`config.mk`:
```
export PLATFORM = sky130hd
export DESIGN_NAME = ckl_regs
export DESIGN_NICKNAME = d
export VERILOG_FILES = /design/src/ckl_pkg.sv /design/src/ckl_regs.sv
export VERILOG_INCLUDE_DIRS = /design/src /design/src/src
export SDC_FILE = /design/constraint.sdc
export NUM_CORES = 1
export LEC_CHECK = 0
export BUFFER_PORTS_ARGS = -buffer_cell sky130_fd_sc_hd__buf_2
export CORE_UTILIZATION = 55
export DETAILED_ROUTE_END_ITERATION = 8
export PLACE_DENSITY = 0.86
export SLEW_MARGIN = 20
export SYNTH_ARGS = -nofsm -noshare
export SYNTH_HDL_FRONTEND = slang
export SYNTH_SLANG_ARGS = --single-unit
```
`constraint.sdc`:
```
create_clock -name ref_clk_in -period 3 [get_ports ref_clk_in]
set_input_delay 0.3 -clock ref_clk_in [delete_from_list [all_inputs] [get_ports ref_clk_in]]
set_output_delay 0.3 -clock ref_clk_in [all_outputs]
set_load 0.01 [all_outputs]
```
`src/ckl_cfg.svh`:
```
`ifndef CKL_CFG_SVH
`define CKL_CFG_SVH

// register addresses, immediate space zero-extended to eight bits
`define CKL_ADDR_STATUS 8'h20
`define CKL_ADDR_LATCH 8'h21
`define CKL_ADDR_BOOST 8'h31
`define CKL_ADDR_AUDIO 8'h33
`define CKL_ADDR_CONV_WR 8'h36
`define CKL_ADDR_CONV_SET 8'h37
`define CKL_ADDR_CONV_CLR 8'h38
`define CKL_ADDR_IMM_MAX 8'h3f

// field positions
`define CKL_LATCH_ID_BIT 0
`define CKL_LATCH_MEAS_BIT 3
`define CKL_BOOST_LSB 5
`define CKL_CONV_DONE_BIT 3
`define CKL_CONV_GO_BIT 4
`define CKL_CONV_RSV_BIT 5
`define CKL_CONV_IRQ_BIT 6

// writable masks and key
`define CKL_CONV_WMASK 8'h77
`define CKL_AUDIO_KEY 4'ha
`define CKL_RESET_BYTE 8'h00

// conversion timing
`define CKL_CONV_TIME_US 282
`define CKL_CLK_MHZ 100
`define CKL_CONV_CYCLES (`CKL_CONV_TIME_US * `CKL_CLK_MHZ)

`endif

```
`src/ckl_pkg.sv`:
```
package ckl_pkg;

    // conversion sequencer states, gray coded
    typedef enum logic [0:0] {
        CKL_IDLE = 1'b0,
        CKL_BUSY = 1'b1
    } ckl_conv_state_t;

    typedef logic [7:0] ckl_byte_t;

endpackage

```
`src/ckl_regs.sv`:
```
`timescale 1ns/10ps
`include "ckl_cfg.svh"
//
// Contract
// - id float latch sets on enabled open-going or closed-going id pin edge
// - latch register is read-only; a read returns then clears its bits
// - interrupt-detect and dp latch bits always read zero
// - measure latch sets when done rises while either interrupt enable set
// - immediate registers decode from immediate address only; extended addresses read zero
// - vendor range is served by plain register reads and writes, except the conversion register with its set, clear and done-clearing read
// - two-bit amplitude field drives transmitter; other bits read zero
// - headset mode on only while key field holds exactly the key
// - resistance reported as three-bit code, 111 meaning error
// - done bit asserts itself when fixed-length conversion finishes
// - done clears on conversion register read, not on status read
// - go bit starts conversion on write or set, clears at completion
// - alt_int raised at completion if either interrupt enable set
// - conversion register has write, set and clear addresses, reads alike
// - rise enable sources open-going event, fall enable closed-going
module ckl_regs #(
    parameter int unsigned CONV_CYCLES = `CKL_CONV_CYCLES
) (
    input wire logic ref_clk_in,
    input wire logic rst_in,
    input wire logic [7:0] reg_addr_in,
    input wire logic reg_wr_in,
    input wire logic reg_rd_in,
    input wire logic [7:0] reg_wdata_in,
    input wire logic id_float_in,
    input wire logic id_open_rise_enable_in,
    input wire logic id_open_fall_enable_in,
    input wire logic car_irq_enable_in,
    input wire logic [2:0] id_code_result_in,
    output logic [7:0] reg_rdata_out,
    output logic reg_rvalid_out,
    output logic [1:0] hs_amp_out,
    output logic headset_mode_out,
    output logic id_measure_go_out,
    output logic alt_int_out
);

    localparam int unsigned CNT_W = $clog2(CONV_CYCLES + 1);
    localparam logic [CNT_W-1:0] CNT_LAST = CNT_W'(CONV_CYCLES - 1);

    // conversion register address, any of its three aliases
    function automatic logic is_conv(input logic [7:0] a);
        is_conv = (a == `CKL_ADDR_CONV_WR) || (a == `CKL_ADDR_CONV_SET) ||
                  (a == `CKL_ADDR_CONV_CLR);
    endfunction

    logic id_float_event_flag;
    logic id_measure_event_flag;
    logic [1:0] hs_amp;
    logic [3:0] headset_mode_key;
    logic [2:0] id_resistance_code;
    logic id_measure_done;
    logic id_measure_go;
    logic conv_rsv;
    logic id_measure_irq_enable;
    ckl_pkg::ckl_conv_state_t state;
    logic [CNT_W-1:0] cnt;
    logic id_prev;
    logic id_armed;

    logic next_id_float_event_flag;
    logic next_id_measure_event_flag;
    logic [1:0] next_hs_amp;
    logic [3:0] next_headset_mode_key;
    logic [2:0] next_id_resistance_code;
    logic next_id_measure_done;
    logic next_id_measure_go;
    logic next_conv_rsv;
    logic next_id_measure_irq_enable;
    ckl_pkg::ckl_conv_state_t next_state;
    logic [CNT_W-1:0] next_cnt;
    logic [7:0] next_rdata;
    logic next_rvalid;
    logic next_alt_int;
    logic next_headset_mode;

    logic rd_latch;
    logic rd_conv;
    logic id_event;
    logic finish;
    logic any_irq_en;
    ckl_pkg::ckl_byte_t conv_byte;
    ckl_pkg::ckl_byte_t conv_next;
    ckl_pkg::ckl_byte_t wmasked;

    // event and access decode
    always_comb begin
        rd_latch = reg_rd_in && (reg_addr_in == `CKL_ADDR_LATCH);
        rd_conv = reg_rd_in && is_conv(reg_addr_in);
        // edge source select
        // no edge until id_prev holds a real pin sample after reset
        id_event = id_armed &&
                   ((id_float_in && !id_prev && id_open_rise_enable_in) ||
                    (!id_float_in && id_prev && id_open_fall_enable_in));
        finish = (state == ckl_pkg::CKL_BUSY) && (cnt == CNT_LAST);
        any_irq_en = id_measure_irq_enable || car_irq_enable_in;
        conv_byte = {1'b0, id_measure_irq_enable, conv_rsv, id_measure_go,
                     id_measure_done, id_resistance_code};
        wmasked = reg_wdata_in & `CKL_CONV_WMASK;
    end

    // latch register next values
    always_comb begin
        next_id_float_event_flag = id_float_event_flag;
        next_id_measure_event_flag = id_measure_event_flag;
        if (rd_latch) begin
            next_id_float_event_flag = 1'b0;
            next_id_measure_event_flag = 1'b0;
        end
        if (id_event) begin
            next_id_float_event_flag = 1'b1;
        end
        if (finish && !id_measure_done && any_irq_en) begin
            next_id_measure_event_flag = 1'b1;
        end
    end

    // plain vendor registers
    always_comb begin
        next_hs_amp = hs_amp;
        next_headset_mode_key = headset_mode_key;
        if (reg_wr_in && (reg_addr_in == `CKL_ADDR_BOOST)) begin
            next_hs_amp = reg_wdata_in[`CKL_BOOST_LSB +: 2];
        end
        if (reg_wr_in && (reg_addr_in == `CKL_ADDR_AUDIO)) begin
            next_headset_mode_key = reg_wdata_in[3:0];
        end
        next_headset_mode = (next_headset_mode_key == `CKL_AUDIO_KEY);
    end

    // conversion register and sequencer
    always_comb begin
        conv_next = conv_byte;
        if (reg_wr_in && (reg_addr_in == `CKL_ADDR_CONV_WR)) begin
            conv_next = wmasked | (conv_byte & ~`CKL_CONV_WMASK);
        end else if (reg_wr_in && (reg_addr_in == `CKL_ADDR_CONV_SET)) begin
            conv_next = conv_byte | wmasked;
        end else if (reg_wr_in && (reg_addr_in == `CKL_ADDR_CONV_CLR)) begin
            conv_next = conv_byte & ~wmasked;
        end
        if (rd_conv) begin
            conv_next[`CKL_CONV_DONE_BIT] = 1'b0;
        end
        next_state = state;
        next_cnt = cnt;
        next_alt_int = 1'b0;
        unique case (state)
            ckl_pkg::CKL_IDLE: begin
                if (conv_next[`CKL_CONV_GO_BIT]) begin
                    next_state = ckl_pkg::CKL_BUSY;
                    next_cnt = '0;
                end
            end
            ckl_pkg::CKL_BUSY: begin
                if (finish) begin
                    // done on completion, wins over read
                    conv_next[`CKL_CONV_DONE_BIT] = 1'b1;
                    conv_next[`CKL_CONV_GO_BIT] = 1'b0;
                    conv_next[2:0] = id_code_result_in;
                    next_alt_int = any_irq_en;
                    next_state = ckl_pkg::CKL_IDLE;
                end else if (!conv_next[`CKL_CONV_GO_BIT]) begin
                    next_state = ckl_pkg::CKL_IDLE; // software abort
                end else begin
                    next_cnt = cnt + CNT_W'(1);
                end
            end
        endcase
        next_id_resistance_code = conv_next[2:0];
        next_id_measure_done = conv_next[`CKL_CONV_DONE_BIT];
        next_id_measure_go = conv_next[`CKL_CONV_GO_BIT];
        // reserved bit kept as the link writes it
        next_conv_rsv = conv_next[`CKL_CONV_RSV_BIT];
        next_id_measure_irq_enable = conv_next[`CKL_CONV_IRQ_BIT];
    end

    // read data mux
    always_comb begin
        next_rvalid = reg_rd_in;
        next_rdata = reg_rdata_out;
        if (reg_rd_in) begin
            // one decode on the full eight-bit address, no alias
            unique case (reg_addr_in)
                `CKL_ADDR_STATUS: begin
                    next_rdata = {1'b0, id_measure_done, id_resistance_code,
                                  2'b00, id_float_in};
                end
                `CKL_ADDR_LATCH: begin
                    next_rdata = {4'h0, id_measure_event_flag, 2'b00,
                                  id_float_event_flag};
                end
                `CKL_ADDR_BOOST: next_rdata = {1'b0, hs_amp, 5'b0_0000};
                `CKL_ADDR_AUDIO: next_rdata = {4'h0, headset_mode_key};
                `CKL_ADDR_CONV_WR,
                `CKL_ADDR_CONV_SET,
                `CKL_ADDR_CONV_CLR: next_rdata = conv_byte;
                default: next_rdata = `CKL_RESET_BYTE;
            endcase
        end
    end

    // state registers
    always_ff @(posedge ref_clk_in or posedge rst_in) begin
        if (rst_in) begin
            id_float_event_flag <= 1'b0;
            id_measure_event_flag <= 1'b0;
            hs_amp <= 2'b00;
            headset_mode_key <= 4'h0;
            id_resistance_code <= 3'b000;
            id_measure_done <= 1'b0;
            id_measure_go <= 1'b0;
            conv_rsv <= 1'b0;
            id_measure_irq_enable <= 1'b0;
            state <= ckl_pkg::CKL_IDLE;
            cnt <= '0;
            id_prev <= 1'b0;
            id_armed <= 1'b0;
            reg_rdata_out <= `CKL_RESET_BYTE;
            reg_rvalid_out <= 1'b0;
            alt_int_out <= 1'b0;
            headset_mode_out <= 1'b0;
        end else begin
            id_float_event_flag <= next_id_float_event_flag;
            id_measure_event_flag <= next_id_measure_event_flag;
            hs_amp <= next_hs_amp;
            headset_mode_key <= next_headset_mode_key;
            id_resistance_code <= next_id_resistance_code;
            id_measure_done <= next_id_measure_done;
            id_measure_go <= next_id_measure_go;
            conv_rsv <= next_conv_rsv;
            id_measure_irq_enable <= next_id_measure_irq_enable;
            state <= next_state;
            cnt <= next_cnt;
            id_prev <= id_float_in;
            id_armed <= 1'b1;
            reg_rdata_out <= next_rdata;
            reg_rvalid_out <= next_rvalid;
            alt_int_out <= next_alt_int;
            headset_mode_out <= next_headset_mode;
        end
    end

    // outputs straight from flops
    assign hs_amp_out = hs_amp;
    assign id_measure_go_out = id_measure_go;
endmodule

```
==> results of run 1 <==
-- how the worst max path moves through the flow --
stage                    from      end  slack (ns)
3_5_place_dp   reg_addr_in[6]  cnt[13]        0.86
2_1_floorplan  reg_addr_in[0]  cnt[13]        1.22
4_1_cts               cnt[10]  cnt[13]        0.95
6_report              cnt[10]  cnt[13]        0.95
3_3_place_gp   reg_addr_in[6]  cnt[13]        0.95
5_1_grt               cnt[10]  cnt[13]        0.84
-- through the flow --
step / setup WS (ns) / total power [mW] / utilization (%) / hold slack, ns / cell area, µm²
after floorplan: 1.22 / 0.676 / - / 0.331 / 2310
after global placement: 0.945 / 0.719 / 62.8 / 0.446 / 2530
after detailed placement: 0.856 / 0.724 / 62.8 / 0.454 / 2530
after CTS: 0.951 / 1.18 / 65.6 / 0.146 / 2640
after global routing: 0.838 / 1.22 / 65.6 / 0.103 / 2640
final: 0.949 / 1.17 / 65.6 / 0.0467 / 2640
-- power groups by stage --
stage                     combinational, mW  clock [mW]  sequential [mW]
after global routing                  0.116       0.488            0.614
after CTS                             0.103       0.464            0.610
final                                 0.102       0.462            0.610
after floorplan                      0.0562           0            0.619
after global placement               0.0988           0            0.620
after detailed placement              0.102           0            0.621
-- worst reg2reg max path, stage by stage (launching register included) --
cell and delay, ns:
dfrtp_1 0.44, nand2_1 0.15, or2_2 0.33, nor3_1 0.18
buf_4 0.20, or2_4 0.24, inv_2 0.09, mux2_4 0.30
-- synthesized netlist by cell type (all sizes together), types with 2 or more instances --
cell | number | area share, %
dfrtp | 42 | 45
nand2 | 29 | 4.7
nor2 | 20 | 3.2
a21oi | 18 | 3.9
o21ai | 15 | 3.2
mux2 | 9 | 4.5
buf | 8 | 2.4
a22oi | 5 | 1.6
clkbuf | 5 | 0.81
nand3 | 5 | 1.1
nand4 | 5 | 1.4
nand4b | 5 | 2.2
nor3 | 5 | 1.1
o211ai | 5 | 1.8
a32o | 4 | 1.7
and3 | 4 | 1.1
and4 | 4 | 1.5
inv | 4 | 0.65
o31ai | 4 | 1.3
a21o | 3 | 0.97
and2 | 3 | 0.81
nand3b | 3 | 0.97
nor4 | 3 | 0.81
nor4bb | 3 | 1.3
o41ai | 3 | 2.1
a211oi | 2 | 0.65
a31oi | 2 | 0.54
conb | 2 | 0.32
nor4b | 2 | 1.0
or2 | 2 | 0.65
-- registers in the layout, indices dropped and copies added (netlist names), 2 cells and up --
name / cells
headset_mode_key: 4
reg_rdata_out: 7
id_resistance_code: 3
hs_amp_out: 2
cnt: 15
-- cell type report --
type	count	area (µm²)	area share, %
Multi-Input combinational cell	180	1170	44.4
Sequential cell	42	1050	39.8
Timing Repair Buffer	43	228	8.61
Inverter	4	15.0	0.568
Clock inverter	1	30.0	1.14
Clock buffer	6	82.6	3.12
Tap cell	50	62.6	2.37
-- metal layers --
metal	GRT usage [%]	wire (µm)	vias up
li1	-	-	966
met1	36.9	2390	1024
met2	41.2	2600	85
met3	6.51	344	8
met4	7.98	78	0
met5	0	0	-
-- kinds of logic (layout without fill, tap and decap cells) --
| family | Yosys count | count (layout) | share of synthesized area, % |
|---|---|---|---|
| AO/OA/AOI/OAI | 68 | 68 | 20.9 |
| adder cells (fa/ha/maj) | 1 | 1 | 0.540 |
| buffers and inverters | 17 | 54 | 3.84 |
| flip-flops | 42 | 42 | 45.4 |
| multiplexers | 9 | 9 | 4.54 |
| other | 2 | 2 | 0.324 |
| AND/OR/NAND/NOR | 100 | 100 | 24.5 |
==> out/results.tsv, run 1 <==
stage	metric	value	unit
outcome	outcome	finished, final reports clean	
setup_path	Startpoint Class	flip-flop	
grt	vias in the first global route	1804	
setup_path	CP cell instances	nand2_1 > or2_2 > nor3_1 > buf_4 > or2_4 > inv_2 > mux2_4	
setup_path	worst flop-to-flop path endpoint	cnt[13]	
detailed_routing	via count	2083	
clock_tree	CTS tree	yes	
synth	Post-synth ARST share	100	%
grt	initial antenna violation count	0	
setup_path	Largest delay share family, worst path	simple AND/OR/NAND/NOR gates	
final_layout	fill count	337	
synth	number of synthesized flops with an enable pin	0	
die	Die W	66.9	µm
clock_tree	root buf cell	clkbuf_8	
power	power share of the clock group	39.3	%
placement	dpl hpwl	3.77	mm
grt	all-layer global routing usage	26.7	%
setup_path	Buf+Inv Stages, Crit Path	2	
clock_tree	CTS Sinks	42	
die	number of I/O pins	41	
clock_tree	total CTS buffers	5	
synth	Yosys Warn Count	0	
die	Starting Density	57.5	%
timing	Slew Limit Fails	0	
setup_path	reg2reg path depth	7	
final_layout	Layout Cells excl Fill	326	
power	Pint	901	µW
grt	largest net degree at the start of global routing	28	
synth	Synth Instances	239	
placement	GP Congestion	0.874	
detailed_routing	vias per std cell	6.39	
power	NetSw	274	µW
setup_path	crit path max-delay cell type	dfrtp_1	
detailed_routing	Post-route DRC	0	
final_layout	Layout area overhead	14.2	%
detailed_routing	Antenna Nets Post-Route	0	
power	pwr dens	444	nW/µm²
timing	Slew HR	61.7	%
setup_path	CP arrival	2.24	ns
detailed_routing	drt first pass iters	4	
timing	f_max	0.488	GHz
clock_tree	# Post-CTS Setup Buffers	0	
synth	syn_nets	267	
synth	Synth Register Bits	42	
clock_tree	worst skew pair latency	0.30	ns
timing	Worst Max-Slew Pin Slew	0.573	ns
worst_hold_path	Worst Hold Class	input port to asynchronous set/reset pin	
die	Rows	23	
die	Core Region	4030	µm²
timing	endpoints failing setup	0	
detailed_routing	DR WL/cell	16.6	µm
setup_path	CP Depth	7	
synth	Seq/Total Area, Yosys	45.4	%
final_layout	commonest non-fill, non-tap cell in the layout	dfrtp_1	
final_layout	share of cells above drive strength 1	23.6	%
clock_tree	Clock transition at path regs	0.08	ns
final_layout	Final #Nets	304	
final_layout	number of diodes	0	
power	switching share of power	23.3	%
setup_path	largest stage delay on the critical path	0.44	ns
power	combinational power share	8.7	%
clock_tree	Resized cells post-CTS	0	
power	P_leak	1.17	nW
final_layout	commonest non-fill, non-tap cells in the layout	dfrtp_1, buf_2, nand2_1	
die	Die Y	66.9	µm
detailed_routing	drt total wl	5.41	mm
placement	placed instance count	319	
setup_path	Data required, critical path	3.19	ns
timing	skew final	0.00785	ns
placement	IO Port Bufs	38	
power	maximum VDD drop	0.000232	V
die	die area	4470	µm²
setup_path	worst setup path class	flip-flop to flip-flop	
synth	Post-synth top flop	dfrtp_1	
clock_tree	H-tree depth	2	
setup_path	reg2reg setup slack	0.95	ns
timing	setup TNS	0	ns
clock_tree	hold_buf cts	0	
synth	Avg Synthesized Cell Area	9.69	µm²
grt	first-pass GRT wire length	8.71	mm
setup_path	CP max FO	12	
power	sequential cell fraction of total power	52.0	%
timing	RSZ-0062 raised after global routing	no	
timing	crit share post-route	68.4	%
detailed_routing	Iteration-0 DRC Markers	152	
synth	Synth cell types	55	
synth	Synth Cell Area	2310	µm²
setup_path	Critical Path End Type	flip-flop	
clock_tree	CTS max path bufs	2	
run	number of max-cap violations	0	
timing	fin crit period	2.05	ns
timing	final number of hold-violating endpoints	0	
grt	Overflow after GRT	0	
setup_path	worst r2r src	cnt[10]	
(Power assumes the default switching activity.)
==> inputs of run 2 (changes only) <==
- clock period: 3 -> 2.1 ns (I/O delays scaled with it)
==> out/results.tsv, run 2 (synthesis gave the netlist of run 1 again) <==
stage	metric	value	unit	change
timing	skew final	0.00787	ns	was 0.00785 ns
detailed_routing	Iteration-0 DRC Markers	110		was 152
clock_tree	worst skew pair latency	0.30	ns	about the same
setup_path	CP arrival	2.13	ns	was 2.24 ns
final_layout	commonest non-fill, non-tap cell in the layout	dfrtp_1		unchanged
placement	IO Port Bufs	38		unchanged
detailed_routing	top sig layer	met4		unchanged
clock_tree	Clock transition at path regs	0.08	ns	about the same
die	Rows	23		unchanged
detailed_routing	Post-route DRC	0		unchanged
grt	vias in the first global route	1816		was 1804
final_layout	Final #Nets	308		was 304
clock_tree	hold_buf cts	0		unchanged
timing	crit share post-route	92.6	%	was 68.4%
final_layout	commonest non-fill, non-tap cells in the layout	dfrtp_1, buf_2, nand2_1		unchanged
timing	RSZ-0062 raised after global routing	no		unchanged
grt	all-layer global routing usage	25.0	%	was 26.7%
final_layout	number of diodes	0		unchanged
run	number of max-cap violations	0		unchanged
timing	fin crit period	1.94	ns	was 2.05 ns
setup_path	CP max FO	9		was 12
grt	Overflow after GRT	0		unchanged
clock_tree	CTS tree	yes		unchanged
outcome	outcome	finished, final reports clean		unchanged
detailed_routing	met1 WL	2.40	mm	was 2.39 mm
clock_tree	CTS max path bufs	2		unchanged
placement	dpl hpwl	3.63	mm	was 3.77 mm
power	pwr dens	624	nW/µm²	was 444 nW/µm²
die	Starting Density	57.5	%	unchanged
die	number of I/O pins	41		unchanged
detailed_routing	drt total wl	5.26	mm	was 5.41 mm
setup_path	Critical Path End Type	flip-flop		unchanged
grt	largest net degree at the start of global routing	43		was 28
setup_path	Data required, critical path	2.29	ns	was 3.19 ns
setup_path	Startpoint Class	flip-flop		unchanged
clock_tree	root buf cell	clkbuf_8		unchanged
detailed_routing	drt first pass iters	5		was 4
timing	Worst Max-Slew Pin Slew	0.549	ns	was 0.573 ns
timing	setup TNS	0	ns	unchanged
detailed_routing	routed length on met3	285	µm	was 344 µm
clock_tree	total CTS buffers	5		unchanged
final_layout	largest registers	cnt: 15 flops, reg_rdata_out: 7 flops, headset_mode_key: 4 flops		unchanged
power	P_leak	1.19	nW	was 1.17 nW
timing	Slew Limit Fails	0		unchanged
detailed_routing	vias per std cell	6.12		was 6.39
grt	initial antenna violation count	0		unchanged
worst_hold_path	Worst Hold Class	input port to asynchronous set/reset pin		unchanged
timing	Slew HR	63.1	%	was 61.7%
timing	f_max	0.514	GHz	was 0.488 GHz
die	Die W	66.9	µm	unchanged
final_layout	share of cells above drive strength 1	24.6	%	was 23.6%
die	Die Y	66.9	µm	unchanged
timing	final number of hold-violating endpoints	0		unchanged
die	Core Region	4030	µm²	unchanged
die	die area	4470	µm²	unchanged
placement	GP Congestion	0.828		was 0.874
clock_tree	H-tree depth	2		unchanged
grt	first-pass GRT wire length	8.29	mm	was 8.71 mm
timing	endpoints failing setup	0		unchanged
timing	WHS	0.0307	ns	was 0.0467 ns
power	maximum VDD drop	0.000390	V	was 0.000232 V
detailed_routing	via count	2019		was 2083
final_layout	Top reg by flops	cnt		unchanged
detailed_routing	DR WL/cell	15.9	µm	was 16.6 µm
final_layout	Layout area overhead	15.8	%	was 14.2%
detailed_routing	Antenna Nets Post-Route	0		unchanged
final_layout	max reg flops	15		unchanged
setup_path	worst setup path class	flip-flop to flip-flop		unchanged
clock_tree	CTS Sinks	42		unchanged
detailed_routing	Met2 Wirelength	2.52	mm	was 2.60 mm
run 2: cell count changes in the layout (fill, tap and decap cells not counted), sizes merged:
| cell | before | now |
|---|---|---|
| buf | 43 | 47 |
run 2: final cells by class:
| class | instances | area [µm²] |
|---|---|---|
| clock buffers | 6 | 82.6 |
| clock inverters | 1 | 30.0 |
| fillers | 323 | 1350 |
| inverters | 4 | 15.0 |
| multi-input cells | 180 | 1180 |
| flip-flops and latches | 42 | 1050 |
| well taps | 50 | 62.6 |
| repair buffers | 47 | 258 |
run 2: path summary, 6_finish.rpt:
| kind | startpoint | to | slack, ns | cells after the start |
|---|---|---|---|---|
| min in group ref_clk_in | id_float_in | id_prev | 0.06 | 1 |
| worst max register to register | cnt[2] | cnt[13] | 0.16 | 6 |
| worst min-delay path | rst_in | id_measure_event_flag | 0.03 | 3 |
| worst min register to register | id_armed | id_float_event_flag | 0.48 | 1 |
| worst max-delay path | cnt[2] | cnt[13] | 0.16 | 6 |
| max in group asynchronous | rst_in | headset_mode_key[2] | 1.70 | 3 |
run 2: power by group:
part           switching [mW]  internal (mW)
combinational          0.0777         0.0643
clock                   0.276          0.380
sequential             0.0331          0.841
total                   0.387           1.29
run 2: worst max-delay path, cell delays in order (launching register included):
cell and delay [ns]:
dfrtp_1 0.48, nor4bb_2 0.37, nand4_1 0.15, nor3_1 0.27, or2_4 0.21, inv_2 0.06, mux2_4 0.29
run 2: metrics by stage:
stage / setup WS, ns / power [mW] / area [µm²] / instances / util (%)
after floorplan: 0.412 / 0.965 / 2310 / 239 / -
after global placement: 0.183 / 1.03 / 2540 / 320 / 63.0
after detailed placement: 0.153 / 1.03 / 2540 / 320 / 63.0
after CTS: 0.0863 / 1.68 / 2650 / 327 / 65.8
after global routing: 0.0368 / 1.74 / 2680 / 330 / 66.5
final: 0.155 / 1.67 / 2680 / 330 / 66.5
run 2: repair_timing:
action                                 in CTS  in global routing
setup endpoints to repair                   0                  4
endpoints found under the hold margin       0                  0
buffers inserted                            0                  3
resized for setup                           0                  1
run 2: routing by layer:
layer  vias up  global-route usage [%]
met3         7                    5.65
met5         -                       0
met2        60                    40.0
li1        983                       -
met1       969                    33.7
met4         0                    7.18
